File: config.mk
export PLATFORM = sky130hd
export DESIGN_NAME = ddipc_top
export DESIGN_NICKNAME = d
export VERILOG_FILES = /design/src/rtl/ddipc_pkg.sv /design/src/rtl/ddipc_code_map.sv /design/src/rtl/ddipc_sync2.sv /design/src/rtl/ddipc_top.sv
export VERILOG_INCLUDE_DIRS = /design/src /design/src/rtl
export SDC_FILE = /design/constraint.sdc
export NUM_CORES = 1
export LEC_CHECK = 0
export ABC_CLOCK_PERIOD_IN_PS = 2400
export BUFFER_PORTS_ARGS = -buffer_cell sky130_fd_sc_hd__buf_2
export CAP_MARGIN = 20
export CORE_MARGIN = 3
export CORE_UTILIZATION = 54
export CTS_CLUSTER_SIZE = 8
export DETAILED_ROUTE_END_ITERATION = 8
export GPL_TIMING_DRIVEN = 0
export PLACE_DENSITY = 0.85
export SYNTH_ARGS = -nofsm -noshare
export SYNTH_HDL_FRONTEND = slang
export SYNTH_SLANG_ARGS = --single-unit
File: constraint.sdc
create_clock -name CLOCK -period 2.4 [get_ports CLOCK]
set_clock_uncertainty 0.05 [all_clocks]
set_input_delay 0.24 -clock CLOCK [delete_from_list [all_inputs] [get_ports CLOCK]]
set_output_delay 0.24 -clock CLOCK [all_outputs]
set_load 0.05 [all_outputs]
File: src/rtl/ddipc_defs.svh
// constant definitions for the dual converter input port control block
`ifndef DDIPC_DEFS_SVH
`define DDIPC_DEFS_SVH

`define DDIPC_BYTE_W 8
`define DDIPC_SAMPLE_W 16
`define DDIPC_BYTES_PER_FRAME 4
`define DDIPC_FULL_SCALE_CODE 16'h0000
`define DDIPC_ZERO_SINK_CODE 16'hFFFF
`define DDIPC_SAMPLE_RESET 16'h0000
`define DDIPC_DIV_RESET 4'h0
`define DDIPC_DIV_W 4
`define DDIPC_REVERSE_RESET 1'b0
`define DDIPC_EXTREF_RESET 1'b0
`define DDIPC_FOUR_WIRE_RESET 1'b0

`endif

File: src/rtl/ddipc_pkg.sv
// types shared by the input port control block
package ddipc_pkg;
   typedef enum logic [2:0] {
      DDIPC_HUNT = 3'b001,
      DDIPC_COLLECT = 3'b010,
      DDIPC_GATED = 3'b100
   } ddipc_state_t;
endpackage

File: src/rtl/ddipc_code_map.sv
// maps an offset binary sample onto primary and complementary sink codes
`timescale 1ns/1ns
`include "ddipc_defs.svh"
module ddipc_code_map (
   input wire logic [15:0] sample,
   output logic [15:0] primary_sink,
   output logic [15:0] complement_sink
);
   // sink magnitude: full scale at code 0, none at all ones
   always_comb begin
      primary_sink = `DDIPC_ZERO_SINK_CODE - sample;
      complement_sink = sample;
   end
endmodule

File: src/rtl/ddipc_sync2.sv
// two flip-flop level synchroniser
`timescale 1ns/1ns
module ddipc_sync2 #(
   parameter logic INIT = 1'b0
) (
   input wire logic clk,
   input wire logic rst,
   input wire logic d,
   output logic q
);
   logic meta_ff;
   logic hold_ff;
   logic nxt_meta;
   logic nxt_hold;

   always_comb begin
      nxt_meta = d;
      nxt_hold = meta_ff;
   end

   always_ff @(posedge clk) begin
      if (rst) begin
         meta_ff <= INIT;
         hold_ff <= INIT;
      end else begin
         meta_ff <= nxt_meta;
         hold_ff <= nxt_hold;
      end
   end

   assign q = hold_ff;
endmodule

File: src/rtl/ddipc_top.sv
// input port control of a dual 16-bit converter: capture, framing, gating, pin modes
//
// Notes on behaviour
// - data bus is sampled on both data clock edges, two bytes per cycle
// - frame marker sampled on data clock rising edge marks frame start
// - captured frame marker also resets the input byte buffer
// - bit line 7 is most significant, line 0 least, by default
// - offset binary: code 0 sinks full scale, all ones sinks nothing on primary
// - complementary output behaves opposite to the primary output
// - strobe sampled on core clock rising edge resets the clock dividers
// - whole chip resets while active-low chip reset is low
// - transmit gate low forces datapath to zero and ignores input data
// - reference select one takes external reference, zero drives internal one
// - serial data pin is bidirectional in three pin mode only, never driven in four pin mode
// - two 16-bit samples travel byte-wide interleaved, framed by frame marker
// - a configuration bit reverses the input bus bit order
// - four-wire select makes the alarm pin the serial data output
`timescale 1ns/1ns
`include "ddipc_defs.svh"
module ddipc_top
   import ddipc_pkg::*;
#(
   parameter int BYTE_W = `DDIPC_BYTE_W,
   parameter int DIV_W = `DDIPC_DIV_W
) (
   input wire logic CLOCK,
   input wire logic RST,
   input wire logic [7:0] SOURCE_DATA_POS,
   input wire logic SOURCE_DATA_CLOCK_POS,
   input wire logic FRAME_MARKER_POS,
   input wire logic DIVIDER_SYNC_STROBE_POS,
   input wire logic CHIP_RESET_N,
   input wire logic TRANSMIT_GATE,
   input wire logic BUS_REVERSE,
   input wire logic EXTERNAL_REF_SELECT,
   input wire logic FOUR_WIRE_SERIAL_SELECT,
   input wire logic SERIAL_SELECT_N,
   input wire logic SERIAL_DATA_OUT_BIT,
   input wire logic ALARM_LEVEL,
   output logic [15:0] CHAN_A_PRIMARY_OUT,
   output logic [15:0] CHAN_A_COMPLEMENT_OUT,
   output logic [15:0] CHAN_B_PRIMARY_OUT,
   output logic [15:0] CHAN_B_COMPLEMENT_OUT,
   output logic SAMPLE_VALID,
   output logic FRAME_FIFO_RESET,
   output logic [DIV_W-1:0] CORE_DIVIDER,
   output logic REFERENCE_PIN_OE,
   output logic REFERENCE_EXTERNAL,
   output logic SERIAL_DATA_OE,
   output logic ALARM_OR_SERIAL_OUT
);
   // ***************************************************************
   // pin sampling
   // ***************************************************************
   // the source clock is oversampled on CLOCK; data, data clock, frame, strobe, gate, chip reset and serial select pins see two flops first
   logic [BYTE_W-1:0] data_s;
   logic dclk_s;
   logic frame_s;
   logic strobe_s;
   logic gate_s;
   logic chip_rst_n_s;
   logic sel_n_s;

   genvar gi;
   generate
      for (gi = 0; gi < BYTE_W; gi++) begin : g_dsync
         ddipc_sync2 u_sync (
            .clk(CLOCK),
            .rst(RST),
            .d(SOURCE_DATA_POS[gi]),
            .q(data_s[gi])
         );
      end
   endgenerate

   ddipc_sync2 u_dclk (.clk(CLOCK), .rst(RST), .d(SOURCE_DATA_CLOCK_POS), .q(dclk_s));
   ddipc_sync2 u_frame (.clk(CLOCK), .rst(RST), .d(FRAME_MARKER_POS), .q(frame_s));
   ddipc_sync2 u_strobe (.clk(CLOCK), .rst(RST), .d(DIVIDER_SYNC_STROBE_POS), .q(strobe_s));
   ddipc_sync2 u_gate (.clk(CLOCK), .rst(RST), .d(TRANSMIT_GATE), .q(gate_s));
   ddipc_sync2 #(.INIT(1'b1)) u_crst (
      .clk(CLOCK),
      .rst(RST),
      .d(CHIP_RESET_N),
      .q(chip_rst_n_s)
   );
   ddipc_sync2 #(.INIT(1'b1)) u_sel (.clk(CLOCK), .rst(RST), .d(SERIAL_SELECT_N), .q(sel_n_s));

   // ***************************************************************
   // local reset and edge detection
   // ***************************************************************
   logic core_rst;
   logic dclk_d_ff;
   logic strobe_d_ff;
   logic nxt_dclk_d;
   logic nxt_strobe_d;
   logic dclk_rise;
   logic dclk_fall;
   logic strobe_rise;

   assign core_rst = RST | ~chip_rst_n_s;

   always_comb begin
      nxt_dclk_d = dclk_s;
      nxt_strobe_d = strobe_s;
   end

   always_ff @(posedge CLOCK) begin
      if (core_rst) begin
         dclk_d_ff <= 1'b0;
         strobe_d_ff <= 1'b0;
      end else begin
         dclk_d_ff <= nxt_dclk_d;
         strobe_d_ff <= nxt_strobe_d;
      end
   end

   assign dclk_rise = dclk_s & ~dclk_d_ff;
   assign dclk_fall = ~dclk_s & dclk_d_ff;
   assign strobe_rise = strobe_s & ~strobe_d_ff;

   // bit order: line 7 is msb unless reversed
   function automatic logic [BYTE_W-1:0] order_byte(input logic [BYTE_W-1:0] b,
                                                    input logic rev);
      logic [BYTE_W-1:0] r;
      r = '0;
      for (int i = 0; i < BYTE_W; i++) begin
         r[i] = rev ? b[BYTE_W-1-i] : b[i];
      end
      return r;
   endfunction

   // ***************************************************************
   // byte capture and framing
   // ***************************************************************
   ddipc_state_t state_ff;
   ddipc_state_t nxt_state;
   logic [1:0] idx_ff;
   logic [1:0] nxt_idx;
   logic [7:0] byte_ff [0:3];
   logic [7:0] nxt_byte [0:3];
   logic [15:0] samp_a_ff;
   logic [15:0] samp_b_ff;
   logic [15:0] nxt_samp_a;
   logic [15:0] nxt_samp_b;
   logic valid_ff;
   logic nxt_valid;
   logic fifo_rst_ff;
   logic nxt_fifo_rst;
   logic take;
   logic [7:0] cur_byte;
   logic [15:0] nxt_a_pri;
   logic [15:0] nxt_a_cmp;
   logic [15:0] nxt_b_pri;
   logic [15:0] nxt_b_cmp;
   logic [15:0] a_pri_ff;
   logic [15:0] a_cmp_ff;
   logic [15:0] b_pri_ff;
   logic [15:0] b_cmp_ff;

   assign take = dclk_rise | dclk_fall;
   assign cur_byte = order_byte(data_s, BUS_REVERSE);

   always_comb begin
      nxt_state = state_ff;
      nxt_idx = idx_ff;
      nxt_samp_a = samp_a_ff;
      nxt_samp_b = samp_b_ff;
      nxt_valid = 1'b0;
      nxt_fifo_rst = 1'b0;
      for (int k = 0; k < 4; k++) begin
         nxt_byte[k] = byte_ff[k];
      end
      case (state_ff)
         DDIPC_GATED: begin
            nxt_samp_a = `DDIPC_SAMPLE_RESET;
            nxt_samp_b = `DDIPC_SAMPLE_RESET;
            nxt_idx = 2'h0;
            if (gate_s) begin
               nxt_state = DDIPC_HUNT;
            end
         end
         DDIPC_HUNT: begin
            // frame only counts when seen on a rising source edge
            if (dclk_rise && frame_s) begin
               nxt_byte[0] = cur_byte;
               nxt_idx = 2'h1;
               nxt_fifo_rst = 1'b1;
               nxt_state = DDIPC_COLLECT;
            end
         end
         DDIPC_COLLECT: begin
            if (dclk_rise && frame_s) begin
               // a fresh frame restarts the group and flushes the buffer
               nxt_byte[0] = cur_byte;
               nxt_idx = 2'h1;
               nxt_fifo_rst = 1'b1;
            end else if (take) begin
               nxt_byte[idx_ff] = cur_byte;
               nxt_idx = 2'(idx_ff + 2'h1);
               if (idx_ff == 2'h3) begin
                  // order a-msb, a-lsb, b-msb, b-lsb
                  nxt_samp_a = {byte_ff[0], byte_ff[1]};
                  nxt_samp_b = {byte_ff[2], cur_byte};
                  nxt_valid = 1'b1;
                  nxt_state = DDIPC_HUNT;
               end
            end
         end
         default: begin
            nxt_state = DDIPC_GATED;
         end
      endcase
      if (!gate_s) begin
         nxt_state = DDIPC_GATED;
         nxt_samp_a = `DDIPC_SAMPLE_RESET;
         nxt_samp_b = `DDIPC_SAMPLE_RESET;
         nxt_valid = 1'b0;
      end
   end

   always_ff @(posedge CLOCK) begin
      if (core_rst) begin
         state_ff <= DDIPC_GATED;
         idx_ff <= 2'h0;
         samp_a_ff <= `DDIPC_SAMPLE_RESET;
         samp_b_ff <= `DDIPC_SAMPLE_RESET;
         valid_ff <= 1'b0;
         fifo_rst_ff <= 1'b0;
         a_pri_ff <= `DDIPC_ZERO_SINK_CODE;
         a_cmp_ff <= `DDIPC_SAMPLE_RESET;
         b_pri_ff <= `DDIPC_ZERO_SINK_CODE;
         b_cmp_ff <= `DDIPC_SAMPLE_RESET;
         for (int k = 0; k < 4; k++) begin
            byte_ff[k] <= 8'h00;
         end
      end else begin
         state_ff <= nxt_state;
         idx_ff <= nxt_idx;
         samp_a_ff <= nxt_samp_a;
         samp_b_ff <= nxt_samp_b;
         valid_ff <= nxt_valid;
         fifo_rst_ff <= nxt_fifo_rst;
         a_pri_ff <= nxt_a_pri;
         a_cmp_ff <= nxt_a_cmp;
         b_pri_ff <= nxt_b_pri;
         b_cmp_ff <= nxt_b_cmp;
         for (int k = 0; k < 4; k++) begin
            byte_ff[k] <= nxt_byte[k];
         end
      end
   end

   // ***************************************************************
   // divider resynchronisation
   // ***************************************************************
   logic [DIV_W-1:0] div_ff;
   logic [DIV_W-1:0] nxt_div;

   always_comb begin
      if (strobe_rise) begin
         nxt_div = `DDIPC_DIV_RESET;
      end else begin
         nxt_div = DIV_W'(div_ff + 1'b1);
      end
   end

   always_ff @(posedge CLOCK) begin
      if (core_rst) begin
         div_ff <= `DDIPC_DIV_RESET;
      end else begin
         div_ff <= nxt_div;
      end
   end

   // ***************************************************************
   // output codes and pin modes
   // ***************************************************************
   // mapped from the next sample so the output pins come straight from flops
   ddipc_code_map u_map_a (
      .sample(nxt_samp_a),
      .primary_sink(nxt_a_pri),
      .complement_sink(nxt_a_cmp)
   );

   ddipc_code_map u_map_b (
      .sample(nxt_samp_b),
      .primary_sink(nxt_b_pri),
      .complement_sink(nxt_b_cmp)
   );

   logic ref_ext_ff;
   logic sdo_ff;
   logic sdio_oe_ff;
   logic nxt_ref_ext;
   logic nxt_sdo;
   logic nxt_sdio_oe;

   always_comb begin
      nxt_ref_ext = EXTERNAL_REF_SELECT;
      // serial select is only ever read, never driven
      nxt_sdio_oe = ~sel_n_s & ~FOUR_WIRE_SERIAL_SELECT;
      nxt_sdo = FOUR_WIRE_SERIAL_SELECT ? SERIAL_DATA_OUT_BIT : ALARM_LEVEL;
   end

   always_ff @(posedge CLOCK) begin
      if (core_rst) begin
         ref_ext_ff <= `DDIPC_EXTREF_RESET;
         sdo_ff <= 1'b0;
         sdio_oe_ff <= 1'b0;
      end else begin
         ref_ext_ff <= nxt_ref_ext;
         sdo_ff <= nxt_sdo;
         sdio_oe_ff <= nxt_sdio_oe;
      end
   end

   assign SAMPLE_VALID = valid_ff;
   assign FRAME_FIFO_RESET = fifo_rst_ff;
   assign CHAN_A_PRIMARY_OUT = a_pri_ff;
   assign CHAN_A_COMPLEMENT_OUT = a_cmp_ff;
   assign CHAN_B_PRIMARY_OUT = b_pri_ff;
   assign CHAN_B_COMPLEMENT_OUT = b_cmp_ff;
   assign CORE_DIVIDER = div_ff;
   assign REFERENCE_EXTERNAL = ref_ext_ff;
   assign REFERENCE_PIN_OE = ~ref_ext_ff;
   assign SERIAL_DATA_OE = sdio_oe_ff;
   assign ALARM_OR_SERIAL_OUT = sdo_ff;
endmodule

==> qor.txt <==
Net switching component of the power: 1.080 mW
Initial antenna violation count: 0
Sequential group share of total power: 0.434
Die width: 99.20 um
Initial Util: 0.5624
Largest area contributor in the netlist: dfxtp_1
Final Power: 5.151 mW
Worst-path fanout max: 10
Cells after synthesis: 451
Final period util: 0.9440
Clock transition at path regs: 0.06 ns
Internal power: 4.070 mW
Leak pwr: 3.088 nW
DR WL/cell: 16.01 um
RSZ-0062 raised after global routing: no
Root Buffer: clkbuf_8
Synth Cell Area: 4691 um2
Logic pwr share: 0.040
Pin count of the biggest net entering global routing: 17
Synth top area share: 0.5634
CP Class: flop to flop
CTS Sinks: 132
Setup tns final: 0 ns
Final Hold Viols: 0
Clk pwr share: 0.526
Dpl ws: 0.01506 ns
CP cell instances: inv_1 > ha_1 > nor2b_1 > nand2_1 > nor3_4 > buf_2 > o211ai_1
Largest cells by area after synthesis: dfxtp_1 56%, o211a_1 6.8%, o211ai_1 5.3%, nand2_1 4.2%, nor2b_1 3.7%
Min Tclk post-route: 2.265 ns
Remaining DRCs: 0
Critical-path top delay cell: nor3_4
Number of flops mapped to enable cells by yosys: 0
Max clock buf depth: 2
Most frequent cells in the layout: 132 x dfxtp_1, 105 x buf_2, 53 x nand2_1
Most common cell after layout, fill and taps aside: dfxtp_1
Worst path required time: 2.69 ns
First-pass GRT wire length: 18.26 mm
Fraction of layout cells with a size suffix above 1: 0.2677
Layout area overhead: 30.25%
Fillers: 585
HPWL after detailed placement: 7.318 mm
Post-route antenna net violation count: 0
GRT Overall Usage: 0.2335
Worst-Margin Slew: 0.6499 ns
Vias in the first global route: 3796
Crit path capture type: flop
Most used DFF post-synth: dfxtp_1
Vias/cell: 5.577
R2R depth: 7
ANT cells: 0
Setup violators final: 0
CTS tree: yes
Async S/R FF share, synth: 0
Rows: 33
Port Buffers: 93
I/O pin count: 95
Pwr per Cell Area: 843.0 nW/um2
Max VDD drop: 0.0005200 V
Max-cap viol count: 0
HP Class: input pin to flop
Core box area: 8341 um2
Switch share: 0.2097
Total gr overflow: 0
CTS Buf Count: 17
Starting DRT DRC Count: 330
Final setup margin: 0.1345 ns
Core Util, Final: 0.7325
Final nets: 608
Die footprint: 9841 um2
#FFs+latches synth: 132
Sequential share of the synthesized area: 0.5634
DRT Pass-1 Iters: 5
Htree depth: 4
Status: complete, no violations
Synth unique cells: 42
Final WL: 11.19 mm
Worst slew margin: 0.5543
Min Hold Slack: 0.1221 ns
Via count: 3898
Synthesized area per cell: 10.40 um2
YS warnings: 0
GPL Wtd Cong: 0.8779
Latest clock arrival within the worst-skew pair: 0.52 ns
Worst EP arrival: 2.55 ns
Syn nets: 478
CP Launch Type: flop
Slowest cell delay on critical path: 0.44 ns
Hold Path Depth: 4
Die Height: 99.20 um
Pins over their slew limit: 0
Fmax: 441.4 MHz
## per-layer routing
metal	up-vias	track usage	routed length (um)
met5	-	0	0
met4	0	0.09139	223
met3	28	0.06662	798
met2	171	0.3957	5598
met1	1840	0.2803	4569
li1	1859	-	-
## registers in the layout, indices dropped and copies added, names as in the netlist, 2 cells and up
signal	count
CHAN_A_COMPLEMENT_OUT	16
CHAN_A_PRIMARY_OUT	16
CHAN_B_COMPLEMENT_OUT	16
CHAN_B_PRIMARY_OUT	16
CORE_DIVIDER	4
byte_ff	24
g_dsync.u_sync.meta_ff	8
g_dsync.u_sync.q	8
idx_ff	2
state_ff	3
## power groups by stage
stage / combinational [mW] / clock [mW] / sequential, mW
after floorplan: 0.102 / 0 / 2.30
after global placement: 0.173 / 0 / 2.28
after detailed placement: 0.178 / 0 / 2.28
after CTS: 0.204 / 2.72 / 2.23
after global routing: 0.225 / 2.83 / 2.24
final: 0.207 / 2.71 / 2.23
## cells by family (layout without fill, tap and decap cells)
logic type,after synthesis,count (layout),synth area share
compound gates,118,118,0.1931
fa+ha+maj,6,6,0.01600
simple gates,138,138,0.1512
xor+xnor,4,4,0.009071
flops,132,132,0.5633
mux,10,10,0.02134
buf+inv,43,186,0.04588
## per-stage QoR
| stage | std cells | area, um2 |
|---|---|---|
| 6_report | 699 | 6110 |
| 5_1_grt | 699 | 6110 |
| 4_1_cts | 699 | 6107 |
| 3_5_place_dp | 649 | 5288 |
| 3_3_place_gp | 649 | 5288 |
| 2_1_floorplan | 451 | 4691 |
## Yosys cell counts, types with 2 or more instances
library cell  instances
nand3_1               2
nor3b_2               2
a21oi_1              11
clkbuf_1             17
buf_4                 2
or2_2                 4
and4b_1               3
o211ai_1             33
buf_6                 4
ha_1                  6
a211oi_1             16
o211a_1              32
nor3_1                3
and2_1                3
o21ai_1               8
xnor2_1               2
inv_1                 6
mux2i_1              10
dfxtp_1             132
buf_2                12
or4_1                 8
nor2_1               23
nand2_1              53
nand2b_1              3
nor2b_1              28
o21ai_0              12
## critical path, delay by kind of cell (launching register included)
family / cells / cell delay (ns)
compound gates: 1 / 0.17
buf+inv: 2 / 0.37
simple gates: 3 / 0.83
flops: 1 / 0.30
fa+ha+maj: 1 / 0.34
## what timing repair did
| item | 4_1_cts | 5_1_grt |
|---|---|---|
| endpoints found under the setup margin | 8 | 20 |
| hold buffers | 18 | 0 |
| hold endpoints to repair | 17 | 0 |
| resized for setup | 1 | 4 |
| setup buffers | 0 | 0 |
| cloned | 0 | 0 |
## layout make-up
cell class	count	area, um2	share of cell area
Buffer	37	195.2	0.03195
Clock buffer	20	455.4	0.07454
Clock inverter	12	177.7	0.02908
Inverter	6	22.52	0.003686
Multi-Input combinational cell	276	1839	0.3010
Sequential cell	132	2643	0.4325
Tap cell	105	131.4	0.02150
Timing Repair Buffer	111	645.6	0.1057
## worst paths after layout
path / from / to / slack [ns]
max: dclk_d_ff / CHAN_B_PRIMARY_OUT[9] / 0.13
min: RST / SAMPLE_VALID / 0.12
max reg2reg: dclk_d_ff / CHAN_B_PRIMARY_OUT[9] / 0.13
min reg2reg: u_sel.q / SERIAL_DATA_OE / 0.35
(Power assumes the default switching activity.)
